$ cat src/hw/pwr_state_pkg.sv
// shared constants, states and carrier types for the power-state control block
package pwr_state_pkg;

    // system clock
    localparam int CLK_FREQ_MHZ = 100;
    localparam int CLK_PERIOD_NS = 1000 / CLK_FREQ_MHZ;

    // pin group widths
    localparam int DATA_W = 16;
    localparam int PARITY_W = 2;
    localparam int UADDR_W = 28;

    // input clock counted as stopped after this long with no rising edge (least time, rounds up)
    localparam int CLK_LOSS_NS = 640;
    localparam int CLK_LOSS_CYCLES = (CLK_LOSS_NS + CLK_PERIOD_NS - 1) / CLK_PERIOD_NS;

    // return from stop clock: input clock periods allowed, and edges actually counted
    localparam int RESTART_MAX_PERIODS = 8;
    localparam int RESTART_EDGES = 4;

    // values after reset
    localparam logic [DATA_W-1:0] DATA_RESET = 16'h0000;
    localparam logic [PARITY_W-1:0] PARITY_RESET = 2'h0;
    localparam logic [UADDR_W-1:0] UADDR_RESET = 28'h0000000;

    // power states, one-hot
    typedef enum logic [2:0] {
        ST_NORMAL = 3'b001,
        ST_STOP_GRANT = 3'b010,
        ST_STOP_CLOCK = 3'b100
    } pwr_state_t;

    // what the processor core wants on the pins in normal execution
    typedef struct packed {
        logic [UADDR_W-1:0] addr;
        logic addr_oe;
        logic [DATA_W-1:0] data;
        logic [PARITY_W-1:0] parity;
        logic data_oe;
    } core_bus_t;

endpackage

$ cat src/hw/pin_keeper.sv
// level keeper for a group of two-way pins
`timescale 1ns/100ps
module pin_keeper #(
    parameter int W = 16,
    parameter logic [W-1:0] RESET_LEVEL = '0
) (
    input wire logic i_clk,
    input wire logic i_reset_n,
    input wire logic [W-1:0] i_pin,
    input wire logic i_drive,
    input wire logic [W-1:0] i_drive_data,
    input wire logic i_keep,
    input wire logic i_float,
    output logic [W-1:0] o_pin,
    output logic [W-1:0] o_oe
);

    logic [W-1:0] pin_meta_r;
    logic [W-1:0] pin_sync_r;
    logic [W-1:0] level_r;
    logic [2:0] float_hist_r;

    ////////////////////////////////////////////////////////////////////////////////
    // two-stage synchroniser on the pin levels
    always_ff @(posedge i_clk or negedge i_reset_n) begin
        if (!i_reset_n) begin
            pin_meta_r <= RESET_LEVEL;
            pin_sync_r <= RESET_LEVEL;
        end else begin
            pin_meta_r <= i_pin;
            pin_sync_r <= pin_meta_r;
        end
    end

    // remembers a recent float or own drive; the readback lags the pins by three cycles
    always_ff @(posedge i_clk or negedge i_reset_n) begin
        if (!i_reset_n) begin
            float_hist_r <= 3'h0;
        end else begin
            float_hist_r <= {float_hist_r[1:0], i_float || i_drive};
        end
    end

    // kept level: own driven data, else the latest level seen, frozen while readback is stale
    always_ff @(posedge i_clk or negedge i_reset_n) begin
        if (!i_reset_n) begin
            level_r <= RESET_LEVEL;
        end else if (i_float) begin
            level_r <= level_r;
        end else if (i_drive) begin
            level_r <= i_drive_data;
        end else if (float_hist_r != 3'h0) begin
            level_r <= level_r;
        end else begin
            level_r <= pin_sync_r;
        end
    end

    ////////////////////////////////////////////////////////////////////////////////
    // pin drivers; an outside driver overpowers the weak keep and the level follows it
    always_ff @(posedge i_clk or negedge i_reset_n) begin
        if (!i_reset_n) begin
            o_pin <= RESET_LEVEL;
            o_oe <= '0;
        end else begin
            o_pin <= i_drive ? i_drive_data : level_r;
            o_oe <= {W{(i_drive || i_keep) && !i_float}};
        end
    end

endmodule // pin_keeper

$ cat src/hw/stop_clock_power_state_control.sv
// normal, stop grant and stop clock state control with pin keeping
`timescale 1ns/100ps
module stop_clock_power_state_control
    import pwr_state_pkg::*;
(
    input wire logic i_clk,
    input wire logic i_reset_n,
    input wire logic i_stop_clock_request_n,
    input wire logic i_input_clock,
    input wire logic i_hold,
    input wire logic i_bus_idle,
    input wire pwr_state_pkg::core_bus_t i_core,
    input wire logic [pwr_state_pkg::DATA_W-1:0] i_data_bus_pins,
    input wire logic [pwr_state_pkg::PARITY_W-1:0] i_data_parity_pins,
    output logic [pwr_state_pkg::DATA_W-1:0] o_data_bus_pins,
    output logic [pwr_state_pkg::DATA_W-1:0] o_data_bus_oe,
    output logic [pwr_state_pkg::PARITY_W-1:0] o_data_parity_pins,
    output logic [pwr_state_pkg::PARITY_W-1:0] o_data_parity_oe,
    output logic [pwr_state_pkg::UADDR_W-1:0] o_upper_address_lines,
    output logic o_upper_address_oe,
    output logic o_hold_acknowledge,
    output logic o_stop_grant,
    output logic o_stop_clock,
    output logic o_core_run
);
    import pwr_state_pkg::*;

    localparam int IDLE_W = $clog2(CLK_LOSS_CYCLES + 1);
    localparam logic [IDLE_W-1:0] IDLE_MAX = IDLE_W'(CLK_LOSS_CYCLES);
    localparam logic [3:0] EDGE_LAST = 4'(RESTART_EDGES - 1);

    pwr_state_t state_r;
    pwr_state_t state_nxt;
    logic stop_meta_r;
    logic stop_sync_n_r;
    logic hold_meta_r;
    logic hold_sync_r;
    logic iclk_meta_r;
    logic iclk_sync_r;
    logic iclk_prev_r;
    logic iclk_edge;
    logic [IDLE_W-1:0] idle_cnt_r;
    logic clk_lost;
    logic [3:0] edge_cnt_r;
    logic hold_ack_nxt;
    logic uaddr_oe_held_r;
    logic data_keep;
    logic float_pins;

    ////////////////////////////////////////////////////////////////////////////////
    // synchronisers for the pins from outside the clock domain
    always_ff @(posedge i_clk or negedge i_reset_n) begin
        if (!i_reset_n) begin
            stop_meta_r <= 1'b1;
            stop_sync_n_r <= 1'b1;
        end else begin
            stop_meta_r <= i_stop_clock_request_n;
            stop_sync_n_r <= stop_meta_r;
        end
    end

    always_ff @(posedge i_clk or negedge i_reset_n) begin
        if (!i_reset_n) begin
            hold_meta_r <= 1'b0;
            hold_sync_r <= 1'b0;
        end else begin
            hold_meta_r <= i_hold;
            hold_sync_r <= hold_meta_r;
        end
    end

    always_ff @(posedge i_clk or negedge i_reset_n) begin
        if (!i_reset_n) begin
            iclk_meta_r <= 1'b0;
            iclk_sync_r <= 1'b0;
            iclk_prev_r <= 1'b0;
        end else begin
            iclk_meta_r <= i_input_clock;
            iclk_sync_r <= iclk_meta_r;
            iclk_prev_r <= iclk_sync_r;
        end
    end

    // rising edge of the processor input clock
    assign iclk_edge = iclk_sync_r && !iclk_prev_r;

    ////////////////////////////////////////////////////////////////////////////////
    // input clock watch: cycles since the last edge, saturating
    always_ff @(posedge i_clk or negedge i_reset_n) begin
        if (!i_reset_n) begin
            idle_cnt_r <= '0;
        end else if (iclk_edge) begin
            idle_cnt_r <= '0;
        end else if (idle_cnt_r != IDLE_MAX) begin
            idle_cnt_r <= idle_cnt_r + IDLE_W'(1);
        end
    end

    assign clk_lost = (idle_cnt_r == IDLE_MAX);

    // edges seen since the clock came back while in stop clock
    always_ff @(posedge i_clk or negedge i_reset_n) begin
        if (!i_reset_n) begin
            edge_cnt_r <= 4'h0;
        end else if (state_r != ST_STOP_CLOCK) begin
            edge_cnt_r <= 4'h0;
        end else if (iclk_edge) begin
            edge_cnt_r <= edge_cnt_r + 4'h1;
        end
    end

    ////////////////////////////////////////////////////////////////////////////////
    // power state transitions
    always_comb begin
        state_nxt = state_r;
        case (state_r)
            ST_NORMAL: begin
                if (!stop_sync_n_r && i_bus_idle) begin
                    state_nxt = ST_STOP_GRANT;
                end
            end
            ST_STOP_GRANT: begin
                if (o_hold_acknowledge) begin
                    state_nxt = ST_STOP_GRANT;
                end else if (stop_sync_n_r) begin
                    state_nxt = ST_NORMAL;
                end else if (clk_lost) begin
                    state_nxt = ST_STOP_CLOCK;
                end
            end
            ST_STOP_CLOCK: begin
                if (iclk_edge && edge_cnt_r == EDGE_LAST) begin
                    state_nxt = ST_STOP_GRANT;
                end
            end
            default: begin
                state_nxt = ST_NORMAL;
            end
        endcase
    end

    always_ff @(posedge i_clk or negedge i_reset_n) begin
        if (!i_reset_n) begin
            state_r <= ST_NORMAL;
        end else begin
            state_r <= state_nxt;
        end
    end

    // state indications to the core and to the outside system
    always_ff @(posedge i_clk or negedge i_reset_n) begin
        if (!i_reset_n) begin
            o_stop_grant <= 1'b0;
            o_stop_clock <= 1'b0;
            o_core_run <= 1'b1;
        end else begin
            o_stop_grant <= (state_nxt == ST_STOP_GRANT);
            o_stop_clock <= (state_nxt == ST_STOP_CLOCK);
            o_core_run <= (state_nxt == ST_NORMAL);
        end
    end

    ////////////////////////////////////////////////////////////////////////////////
    // bus hold in stop grant only while the input clock runs
    assign hold_ack_nxt = (state_nxt == ST_STOP_GRANT) && hold_sync_r && !clk_lost;

    always_ff @(posedge i_clk or negedge i_reset_n) begin
        if (!i_reset_n) begin
            o_hold_acknowledge <= 1'b0;
        end else begin
            o_hold_acknowledge <= hold_ack_nxt;
        end
    end

    ////////////////////////////////////////////////////////////////////////////////
    // upper address lines: follow the core in normal, frozen in the low-power states
    always_ff @(posedge i_clk or negedge i_reset_n) begin
        if (!i_reset_n) begin
            o_upper_address_lines <= UADDR_RESET;
            uaddr_oe_held_r <= 1'b0;
        end else if (state_nxt == ST_NORMAL) begin
            o_upper_address_lines <= i_core.addr;
            uaddr_oe_held_r <= i_core.addr_oe;
        end else begin
            o_upper_address_lines <= o_upper_address_lines;
            uaddr_oe_held_r <= uaddr_oe_held_r;
        end
    end

    // address drivers float during hold and come back with the held level
    always_ff @(posedge i_clk or negedge i_reset_n) begin
        if (!i_reset_n) begin
            o_upper_address_oe <= 1'b0;
        end else if (state_nxt == ST_NORMAL) begin
            o_upper_address_oe <= i_core.addr_oe;
        end else begin
            o_upper_address_oe <= uaddr_oe_held_r && !hold_ack_nxt;
        end
    end

    ////////////////////////////////////////////////////////////////////////////////
    // data and parity keepers
    assign data_keep = (state_nxt != ST_NORMAL);
    assign float_pins = hold_ack_nxt;

    pin_keeper #(
        .W(DATA_W),
        .RESET_LEVEL(DATA_RESET)
    ) u_data_keeper (
        .i_clk(i_clk),
        .i_reset_n(i_reset_n),
        .i_pin(i_data_bus_pins),
        .i_drive(i_core.data_oe && state_nxt == ST_NORMAL),
        .i_drive_data(i_core.data),
        .i_keep(data_keep),
        .i_float(float_pins),
        .o_pin(o_data_bus_pins),
        .o_oe(o_data_bus_oe)
    );

    pin_keeper #(
        .W(PARITY_W),
        .RESET_LEVEL(PARITY_RESET)
    ) u_parity_keeper (
        .i_clk(i_clk),
        .i_reset_n(i_reset_n),
        .i_pin(i_data_parity_pins),
        .i_drive(i_core.data_oe && state_nxt == ST_NORMAL),
        .i_drive_data(i_core.parity),
        .i_keep(1'b1),
        .i_float(float_pins),
        .o_pin(o_data_parity_pins),
        .o_oe(o_data_parity_oe)
    );

endmodule // stop_clock_power_state_control

$ cat config.mk
export PLATFORM = sky130hd
export DESIGN_NAME = stop_clock_power_state_control
export DESIGN_NICKNAME = d
export VERILOG_FILES = /design/src/hw/pwr_state_pkg.sv /design/src/hw/pin_keeper.sv /design/src/hw/stop_clock_power_state_control.sv
export SDC_FILE = /design/constraint.sdc
export NUM_CORES = 1
export LEC_CHECK = 0
export ABC_AREA = 1
export BUFFER_PORTS_ARGS = -buffer_cell sky130_fd_sc_hd__buf_2
export CAP_MARGIN = 20
export CORE_MARGIN = 2
export CORE_UTILIZATION = 45
export CTS_CLUSTER_DIAMETER = 200
export DETAILED_ROUTE_END_ITERATION = 12
export PLACE_DENSITY_LB_ADDON = 0.2
export SLEW_MARGIN = 40
export SYNTH_ARGS = -nofsm -noshare
export SYNTH_HDL_FRONTEND = slang
export SYNTH_SLANG_ARGS = --single-unit
$ cat constraint.sdc
create_clock -name i_clk -period 1.9 [get_ports i_clk]
set_input_delay 0.38 -clock i_clk [delete_from_list [all_inputs] [get_ports i_clk]]
set_output_delay 0.38 -clock i_clk [all_outputs]
set_load 0.05 [all_outputs]
== Word-level counts from Yosys, hierarchy flattened ==
Cells that the tools add are included.
Storage, ports and cells
  bits in registers: 135
  output and inout port bits: 69
Operators by class
  $add $sub $neg: 2
  eq/ne operators: 13
  multiplexer cells: 17
  bitwise operators: 1
  reductions and logical operators: 20
Operators with widths (count)
  $mux W16: 3
  $mux W3: 5
  $mux W7: 2
  $pmux W3 S3: 1
  $logic_and A1 B1 Y1: 8
  $mux W4: 2
  $add A7 B1 Y7 const B: 1
  $eq A7 B7 Y1 const B: 1
  $ne A7 B7 Y1 const B: 1
  $eq A3 B1 Y1 const B: 2
  $eq A3 B2 Y1 const B: 2
  $eq A3 B3 Y1 const B: 2
  $mux W2: 3
  $reduce_bool A3 Y1: 2
  $add A4 B1 Y4 const B: 1
  $eq A4 B2 Y1 const B: 1
  $logic_not A1 Y1: 4
  $reduce_and A2 Y1: 2
  $reduce_bool A2 Y1: 2
  $ne A3 B1 Y1 const B: 1
  $ne A3 B3 Y1 const B: 1
  $logic_or A1 B1 Y1: 2
  $ne A2 B1 Y1 const B: 1
  $ne A2 B2 Y1 const B: 1
  other kinds (2): 2

== Longest topological paths before layout ==
Gate-level depths: netlist (run 1).
  word-level depth: 11
  depth in mapped cells: 16
  depth with buffers taken out: 14

== Hierarchy ==
From an unflattened synthesis (run 1), not the netlist that was laid out.
Second synthesis, totals
  cells, all modules: 507
  area total of the unflattened synthesis: 5158.7 µm²
By module, submodules not included
  pin_keeper at u_data_keeper: instances 1, cells each 229, area an instance 2521.2 µm², sequential area each 1701.6 µm²
  stop_clock_power_state_control: instances 1, cells each 239, area an instance 2224.6 µm², sequential area each 1381.3 µm²
  pin_keeper at u_parity_keeper: instances 1, cells each 39, area an instance 412.9 µm², sequential area each 300.3 µm²

== Worst setup path after synthesis (run 1) ==
OpenSTA, ideal clock, no wires.
  kind: flip-flop to flip-flop
  start: reg idle_cnt_r[0]
  end: reg u_data_keeper.level_r[0]
  arrival: 1.567 ns
  required time: 1.784 ns
  path slack: 0.216 ns
  stages on the path, launching flop included: 17
  clock period less this slack: 1.684 ns
  cells stage by stage: dfrtp_1 > inv_1 > ha_1 > nand2_1 > inv_1 > nand3_2 > nand2_1 > nand2_1 > nand2_4 > nand2_8 > nand2_8 > buf_8 > buf_6 > nand2_1 > nand2_1 > nand2_1 > nand2_1
Between the ends
  word-level cells in the longest chain between the ends: 10
RTL lines
  start: declaration: RTL line stop_clock_power_state_control.sv:42  | logic [IDLE_W-1:0] idle_cnt_r;
  start signal: assignment: RTL line stop_clock_power_state_control.sv:95  | idle_cnt_r <= idle_cnt_r + IDLE_W'(1);
  $eq A7 B7 Y1 *: RTL line stop_clock_power_state_control.sv:99  | assign clk_lost = (idle_cnt_r == IDLE_MAX);
  parallel branches: the longest is 9 deep, another holds $mux W3
  end signal: assignment: RTL line pin_keeper.sv:51  | level_r <= i_drive_data;
  end signal: assignment: RTL line pin_keeper.sv:53  | level_r <= level_r;
  end signal: assignment: RTL line pin_keeper.sv:55  | level_r <= pin_sync_r;
  end: declaration: RTL line pin_keeper.sv:20  | logic [W-1:0] level_r;
Mark *: on every way between the ends.
A chain may end at the register's enable or synchronous reset.

== Worst setup path after layout (run 1) ==
  start: reg idle_cnt_r[1]
  end: reg u_data_keeper.level_r[5]
The elaborated chain is that of the path after synthesis.

==> impl_results.md, run 1 <==
* RSZ-0062 raised after global routing: yes
* GR Util All Layers at 19.1%
* CP Data Arrival Time at 2.26 ns
* Clock Pin Slew Worst Setup and Hold Paths at 0.06 ns
* Final period utilization at 94.8%
* Flops & latches, synth at 132
* Ys async rst share at 100%
* DP HPWL at 6.78 mm
* Fin. Hold Viols at 0
* HP Start: i_core[30]
* Top Family by Delay on Critical Path: simple AND/OR/NAND/NOR gates
* Hold crit path type: in -> reg
* Die X-Extent at 109 um
* ANT nets after route at 0
* Via count at 3,779
* Syn_nets at 569
* Worst-case clock buffer depth at 2
* Power Density at 2030 mW/mm2
* FF-to-FF setup slack at 0.1 ns
* Clock insertion delay at the later pin of the skew report at 0.52 ns
* Per-cell routed wire length at 13.3 um
* Critical path origin: idle_cnt_r[1]
* Hold endpoint: o_upper_address_lines[10]
* Vias/cell at 4.64
* Slew Viols, Final at 0
* Ant. Diodes at 0
* Power consumption at 0.0136 W
* Max-Cap Viols at 0
* Layout cells sized above 1 at 31.3%
* Outcome: finished, final reports clean
* Fin area at 0.00673 mm2
* Worst-Margin Slew at 0.443 ns
* Static leakage power at 3.65 nW
* Syn. warnings at 0
* Commonest non-fill, non-tap cell in the layout: nand2_1
* # DRC at 0
* Crit path buf inv count at 3
* TritonCTS clock tree: yes
* Largest net degree at the start of global routing at 47
* Mean post-synth cell area at 10.1 um2
* Vias in the first global route at 3,623
* Core Footprint at 0.0108 mm2
* CP required at 2.36 ns
* Final setup fails at 0
* Clk sinks at 132
* DR iter-0 viols at 165
* Sequential element share of the synthesized area at 66.4%
* Slew headroom at 70.4%
* Worst r2r path cells at 14
* Most frequent CP cell: nand2_1
* Crit Path Category: reg -> reg
* Reg-to-reg endpoint: u_data_keeper.level_r[5]
* Fin cells at 814
* Crit-path cells: inv_1 > ha_1 > nand2_1 > inv_1 > nand3_2 > nand2_1 > nand2_1 > nand2_4 > nand2_8 > nand2_8 > a21oi_4 > buf_4 > nand2_1 > nand2_1
* Hold Path Cell Cnt at 3
* Top_reg_cell synth: dfrtp_1
* Post-Route WL at 10.9 mm
* First-pass GRT wire length at 17.1 mm
* Die ar. at 0.0119 mm2
* Worst VDD drop at 0.00121 V
* CTS Root Cell: clkbuf_8
* Clock buffers created by TritonCTS at 17
* FMAX at 0.555 GHz
* CP Max Fanout at 8
* Initial Util at 46.0%
* Fin nets at 736
* Worst Skew at 0.00723 ns
* Initial antenna violation count at 0
* Buffers added on ports at 140
* Area of the mapped netlist at 0.00498 mm2
* Reg2Reg Launch Point: idle_cnt_r[1]
* Post-Place Cells at 750
* Top Ports at 141
* CP peak stage delay at 0.37 ns
* Placed instance area at 0.00574 mm2
* Minimum clock period at 1.80 ns
* Synth cell types at 30
* Commonest non-fill, non-tap cells in the layout: 232 x nand2_1, 139 x buf_2, 127 x dfrtp_1
* Startpoint Class: flop
* DR pass1 iterations at 5
* Min Hold Slack at 0.0541 ns
* Cell at the slowest stage of the critical path: dfrtp_1
* CP Capture Type: flop
* Layout area overhead at 35.0%
* Gate Count Post-Synth at 494
* Post-synth EDFFs at 0
* Routability cong. at 0.826
* Floorplan row count at 38
* GR Overflow Total at 0
* Setup TNS at 0 ns
* Die Ht at 109 um
* H-Tree Depth at 4
## where the power goes
group          total [W]  switching [W]  internal [W]
combinational    0.00602        0.00446       0.00156
clock            0.00345        0.00113       0.00232
sequential       0.00415       0.000436       0.00371
total             0.0136        0.00602       0.00760
## layout make-up
| type | count | area (um2) |
|---|---|---|
| multi-input cells | 310 | 1370 |
| well taps | 140 | 175 |
| repair buffers | 180 | 1160 |
| flip-flops and latches | 132 | 3310 |
| fillers | 884 | 4120 |
| inverters | 20 | 75.1 |
| clock inverters | 10 | 178 |
| clock buffers | 22 | 453 |
## Yosys cell counts, drive strengths merged, types with 3 or more instances
library cell | count | area share, %
dfrtp | 128 | 64
inv | 20 | 1.5
nor2 | 18 | 1.5
nor3 | 3 | 0.30
nand3 | 27 | 2.9
ha | 3 | 0.75
buf | 27 | 4.3
a21oi | 8 | 1.3
clkbuf | 6 | 0.45
o21ai | 3 | 0.30
dfstp | 4 | 2.1
nand2 | 238 | 19
## routing by layer
metal / vias up / track usage (%) / part of all wire, %
li1: 1846 / - / -
met1: 1795 / 24.4 / 44
met2: 121 / 29.6 / 48
met3: 17 / 6.75 / 6.5
met4: 0 / 8.41 / 1.6
met5: - / 0 / 0
## cell families (layout without fill, tap and decap cells)
family          count (synthesis)  in the layout  share of synthesized area [%]
compound gates                 14             14                           2.01
fa+ha+maj                       3              3                          0.753
xor+xnor                        2              2                          0.352
simple gates                  290            291                           24.2
buf+inv                        53            232                           6.30
flops                         132            132                           66.4
## metrics by stage
| step | utilization (%) | setup WS [ns] |
|---|---|---|
| 2_1_floorplan | - | 0.216 |
| 3_3_place_gp | 53.0 | 0.0187 |
| 3_5_place_dp | 53.0 | -0.0676 |
| 4_1_cts | 61.0 | 0.00852 |
| 5_1_grt | 62.0 | -0.0705 |
| 6_report | 62.0 | 0.0979 |
## worst register-to-register path, stage by stage (launching register included)
cell and delay [ns]:
dfrtp_1 0.37, inv_1 0.09, ha_1 0.19, nand2_1 0.06, inv_1 0.04, nand3_2 0.08, nand2_1 0.06, nand2_1 0.09
nand2_4 0.08, nand2_8 0.11, nand2_8 0.10, a21oi_4 0.18, buf_4 0.17, nand2_1 0.07, nand2_1 0.07
## worst max path at each step
stage	endpoint	slack [ns]	depth (start not counted)
2_1_floorplan	u_data_keeper.level_r[0]	0.22	16
3_3_place_gp	u_data_keeper.level_r[14]	0.02	13
3_5_place_dp	u_data_keeper.level_r[2]	-0.07	13
4_1_cts	u_data_keeper.level_r[5]	0.009	14
5_1_grt	u_data_keeper.level_r[5]	-0.07	14
6_report	u_data_keeper.level_r[5]	0.1	14
## registers in the layout (all words and copies together) (netlist names), 3 cells and up
register / count
state_r: 3
u_data_keeper.pin_meta_r: 16
u_data_keeper.o_pin: 16
idle_cnt_r: 7
u_data_keeper.level_r: 16
o_upper_address_lines: 28
edge_cnt_r: 4
u_data_keeper.pin_sync_r: 16
## repair_timing
| item | in CTS | in global routing |
|---|---|---|
| gates cloned | 0 | 2 |
| buffers inserted | 2 | 6 |
| hold endpoints to repair | 64 | 0 |
| pin swaps | 1 | 3 |
| hold buffers | 22 | 0 |
| resized for setup | 0 | 7 |
| setup endpoints to repair | 18 | 63 |
Power figures use the tool's default switching activity.
==> inputs of run 2 (changes only) <==
BUFFER_PORTS_ARGS = -buffer_cell sky130_fd_sc_hd__clkbuf_2   (was -buffer_cell sky130_fd_sc_hd__buf_2)
CTS_BUF_LIST = sky130_fd_sc_hd__clkbuf_4   (was not set)
==> run 2 against run 1 <==
- the flow now finishes with violations (negative setup slack)
- highest routed layer unchanged
- routed wire length rose by 0.27%
- largest power group unchanged
- clock-buffer cell count fell by 3
- core utilization rose by 0.24 points
- critical path depth did not move
- critical endpoint is now u_data_keeper.level_r[7]
==> impl_results.md, run 2 (same netlist as run 1, synthesis figures left out) <==
* Outcome: complete, but fails checks
* Violated checks: negative setup slack
* Die Ht at 109 um
* Cell at the slowest stage of the critical path: dfrtp_1
* Post-Place Cells at 752
* Crit-path cells: inv_2 > ha_2 > nand2_1 > inv_2 > nand3_4 > nand2_2 > nand2_2 > nand2_4 > nand2_8 > nand2_8 > a21oi_4 > clkbuf_16 > nand2_1 > nand2_1
* Clock network fraction of design power at 18.4%
* Worst VDD drop at 0.00130 V
* DP HPWL at 6.84 mm
* ANT nets after route at 0
* GR Util All Layers at 18.6%
* Final setup fails at 6
* Slew headroom at 75.8%
* Layout cells sized above 1 at 33.4%
* Hold crit path type: in -> reg
* Core Util, Final at 62.3%
* GR Overflow Total at 0
* Most frequent CP cell: nand2_1
* Worst-case clock buffer depth at 2
* Crit Path Category: reg -> reg
* CP peak stage delay at 0.40 ns
* Most flops, register: o_upper_address_lines
* CP Capture Type: flop
* Power consumption at 0.0128 W
* Switching share of power at 47.0%
* DR pass1 iterations at 4
* Commonest non-fill, non-tap cell in the layout: nand2_1
* Buffers added on ports at 140
* Final period utilization at 101%
* Die X-Extent at 109 um
* Vias/cell at 4.54
* Clk sinks at 132
* Clock Pin Slew Worst Setup and Hold Paths at 0.11 ns
* Ant. Diodes at 0
* Setup WS post-layout at -0.0145 ns
* Static leakage power at 3.68 nW
* Floorplan row count at 38
* Max-Cap Viols at 0
* DR iter-0 viols at 162
* P_int at 0.00679 W
* First-pass GRT wire length at 16.7 mm
* Routability cong. at 0.801
* Top Family by Delay on Critical Path: simple AND/OR/NAND/NOR gates
* Die ar. at 0.0119 mm2
* Worst Skew at 0.0187 ns
* Switching power at 0.00602 W
* Core Footprint at 0.0108 mm2
* Clock insertion delay at the later pin of the skew report at 0.53 ns
* Largest register FFs at 28
* CTS Root Cell: clkbuf_4
* H-Tree Depth at 4
* Vias in the first global route at 3,568
* CP Data Arrival Time at 2.37 ns
* Startpoint Class: flop
* # DRC at 0
* Crit path buf inv count at 3
* Minimum clock period at 1.91 ns
* Largest net degree at the start of global routing at 44
* CP Max Fanout at 6
* Flop pwr share at 32.5%
* Top Ports at 141
* Initial antenna violation count at 0
* FMAX at 0.522 GHz
* TritonCTS clock tree: yes
* Layout area overhead at 35.5%
* Worst-Margin Slew at 0.362 ns
* Per-cell routed wire length at 13.0 um
* Power Density at 1900 mW/mm2
* Fin nets at 760
* Fin cells at 838
* Clock buffers created by TritonCTS at 17
* Initial Util at 46.0%
* Via count at 3,808
* Share of total power in combinational logic at 49.1%
* Slew Viols, Final at 0
* Fin. Hold Viols at 0
* CP required at 2.35 ns
* Post-Route WL at 10.9 mm
* Commonest non-fill, non-tap cells in the layout: 230 x nand2_1, 139 x clkbuf_2, 127 x dfrtp_1
==> run 2: final cells by class <==
cell class / instances / area, um2
fillers: 942 / 4090
flip-flops and latches: 132 / 3310
multi-input cells: 312 / 1420
repair buffers: 202 / 1400
clock inverters: 13 / 231
well taps: 140 / 175
clock buffers: 19 / 143
inverters: 20 / 75.1
==> run 2: tightest hold or removal path: stages <==
cell,delay [ns]
clkbuf_2,0.07
nand2_1,0.04
nand2_1,0.05
==> run 2: repair_timing <==
item                                   4_1_cts  5_1_grt
endpoints found under the hold margin       68        0
resized for setup                            1       19
setup endpoints to repair                   34       48
cloned                                       0        6
buffers inserted                             1       12
pin swaps                                    1        7
hold buffers                                35        0
==> run 2: power groups by stage <==
stage / clock network [W] / registers, W / logic, W
3_3_place_gp: 0 / 0.00418 / 0.00556
3_5_place_dp: 0 / 0.00421 / 0.00563
2_1_floorplan: 0 / 0.00602 / 0.00270
6_report: 0.00236 / 0.00416 / 0.00629
4_1_cts: 0.00242 / 0.00417 / 0.00576
5_1_grt: 0.00255 / 0.00427 / 0.00677
==> run 2: through the flow <==
step | setup TNS [ns] | setup WS [ns] | cell area (um2) | hold WS (ns)
after global placement | 0 | 0.0408 | 5750 | 0.306
after detailed placement | -0.917 | -0.0650 | 5750 | 0.303
after CTS | 0 | 0.0191 | 6490 | 0.0000721
final | -0.0456 | -0.0145 | 6750 | 0.0562
after floorplan | 0 | 0.216 | 4980 | 0.0844
after global routing | -0.867 | -0.0800 | 6750 | 0.00377
==> run 2: path summary, 6_finish.rpt <==
path,from,to,slack (ns),depth (start not counted)
worst max-delay path,idle_cnt_r[0],u_data_keeper.level_r[7],-0.01,14
worst min-delay path,i_core[20],o_upper_address_lines[0],0.06,3
worst max register to register,idle_cnt_r[0],u_data_keeper.level_r[7],-0.01,14
worst min register to register,hold_meta_r,hold_sync_r,0.34,0
max in group asynchronous,i_reset_n,stop_meta_r,0.99,3
min in group asynchronous,i_reset_n,idle_cnt_r[6],0.31,2
==> run 2: routing by layer <==
layer,up-vias,part of all wire [%],global-route usage (%)
met5,-,0,0
met4,0,1.5,8.50
met3,13,5.9,5.44
met2,130,50,29.5
met1,1777,43,23.8
li1,1888,-,-
==> inputs of run 3 (changes only) <==
CORE_UTILIZATION = 35   (was 45)
HOLD_SLACK_MARGIN = 0.08   (was not set)
==> run 3 against run 2 <==
- the run now ends clean
- maximum frequency is 4.9% higher
- flip-flop and latch count stayed put
- final cell count is 7.3% higher
- core utilization is 12 points lower
- critical path depth stayed put
- worst setup slack better by 0.089 ns
- power is 5.5% lower
- largest power group unchanged
==> impl_results.md, run 3 (same netlist as run 1, synthesis figures left out) <==
* Fin cells at 899
* Hold crit path type: in -> reg
* Fin. Hold Viols at 0
* Final setup fails at 0
* Slew Viols, Final at 0
* Slew headroom at 72.8%
* Core Footprint at 0.0139 mm2
* Hold endpoint: u_data_keeper.o_pin[12]
* Fin nets at 784
* Vias/cell at 4.41
* Worst-Margin Slew at 0.408 ns
* Critical path origin: idle_cnt_r[0]
* Buffers added on ports at 140
* Setup WS post-layout at 0.0743 ns
* First-pass GRT wire length at 17.8 mm
* FF-to-FF setup slack at 0.07 ns
* TritonCTS clock tree: yes
* Post-Place Cells at 793
* DP HPWL at 7.27 mm
* Min Hold Slack at 0.156 ns
* # fillers at 1,287
* Die ar. at 0.0152 mm2
* CP required at 2.35 ns
* Power Density at 1750 mW/mm2
* Minimum clock period at 1.83 ns
* HP Start: i_core[15]
* Via count at 3,969
* DR iter-0 viols at 179
* Post-Route WL at 11.5 mm
* Max-Cap Viols at 0
* ANT nets after route at 0
* Largest net degree at the start of global routing at 43
* Place WS at -0.0711 ns
* Commonest non-fill, non-tap cells in the layout: 230 x nand2_1, 139 x clkbuf_2, 127 x dfrtp_1
* Vias in the first global route at 3,785
* Outcome: finished, final reports clean
* Floorplan row count at 43
* Top Ports at 141
* Startpoint Class: flop
* # DRC at 0
* CTS Root Cell: clkbuf_4
* Clk sinks at 132
* Layout area overhead at 38.7%
* Clock insertion delay at the later pin of the skew report at 0.51 ns
* Layout cells sized above 1 at 29.9%
* Initial antenna violation count at 0
* Worst-case clock buffer depth at 2
* Power consumption at 0.0121 W
* FMAX at 0.548 GHz
* GR Util All Layers at 15.6%
* GR Overflow Total at 0
* CP Capture Type: flop
* Die X-Extent at 123 um
* Hold Path Cell Cnt at 3
* Worst Skew at 0.0108 ns
* Initial Util at 35.9%
* CP Data Arrival Time at 2.28 ns
* Commonest non-fill, non-tap cell in the layout: nand2_1
* Largest register FFs at 28
* Crit Path Category: reg -> reg
* Worst VDD drop at 0.00101 V
* H-Tree Depth at 4
* Reg-to-reg endpoint: u_data_keeper.level_r[7]
* Static leakage power at 3.72 nW
* Clock buffers created by TritonCTS at 17
* Ant. Diodes at 0
* Reg2Reg Launch Point: idle_cnt_r[0]
* DR pass1 iterations at 4
* Most flops, register: o_upper_address_lines
* Clock Pin Slew Worst Setup and Hold Paths at 0.10 ns
* Worst r2r path cells at 14
* Routability cong. at 0.831
* CP Max Fanout at 7
* Die Ht at 123 um
* Final period utilization at 96.1%
* Per-cell routed wire length at 12.8 um
==> run 3: worst max-delay path by stage <==
stage / endpoint / slack (ns) / depth (start not counted)
6_report: u_data_keeper.level_r[7] / 0.07 / 14
5_1_grt: u_data_keeper.level_r[4] / -0.05 / 14
4_1_cts: u_data_keeper.level_r[0] / 0.004 / 15
3_5_place_dp: u_data_keeper.level_r[8] / -0.07 / 13
3_3_place_gp: u_data_keeper.level_r[14] / 0.03 / 13
2_1_floorplan: u_data_keeper.level_r[0] / 0.22 / 16
==> run 3: critical path: stages (launching register included) <==
cell and delay (ns):
dfrtp_1 0.40, inv_2 0.06, ha_1 0.19, nand2_1 0.07, inv_2 0.05, nand3_4 0.08
nand2_2 0.06, nand2_2 0.08, nand2_4 0.07, nand2_8 0.11, nand2_8 0.08, a21oi_4 0.24
clkbuf_16 0.20, nand2_1 0.05, nand2_1 0.05
==> run 3: through the flow <==
| step | area (um2) | util (%) | TNS (ns) |
|---|---|---|---|
| finish | 6910 | 49.8 | 0 |
| floorplan | 4980 | - | 0 |
| global route | 6910 | 49.8 | -0.346 |
| detailed placement | 5800 | 41.8 | -0.988 |
| CTS | 6740 | 48.5 | 0 |
| global placement | 5800 | 41.8 | 0 |
==> run 3: final cells by class <==
class | instances | area [um2] | area share, %
repair buffers | 228 | 1640 | 23.8
inverters | 20 | 75.1 | 1.09
multi-input cells | 310 | 1400 | 20.2
clock inverters | 9 | 114 | 1.65
well taps | 180 | 225 | 3.26
clock buffers | 20 | 150 | 2.17
flip-flops and latches | 132 | 3310 | 47.9
==> run 3: metal layers <==
| layer | GRT usage, % | part of all wire (%) |
|---|---|---|
| met1 | 20.1 | 44 |
| met2 | 23.9 | 48 |
| met4 | 7.60 | 1.9 |
| met3 | 4.70 | 5.8 |
| met5 | 0 | 0 |
==> run 3: power breakdown <==
group          total (W)  internal, W  switching [W]
logic            0.00612      0.00161        0.00450
clock network    0.00181     0.000912       0.000902
registers        0.00418      0.00370       0.000472
total             0.0121      0.00623        0.00588
==> run 3: repair_timing <==
action,4_1_cts,5_1_grt
pin swaps,1,4
setup endpoints to repair,34,63
setup buffers,1,7
cloned,0,4
gates resized for setup,1,13
endpoints found under the hold margin,158,0
hold buffers,65,0
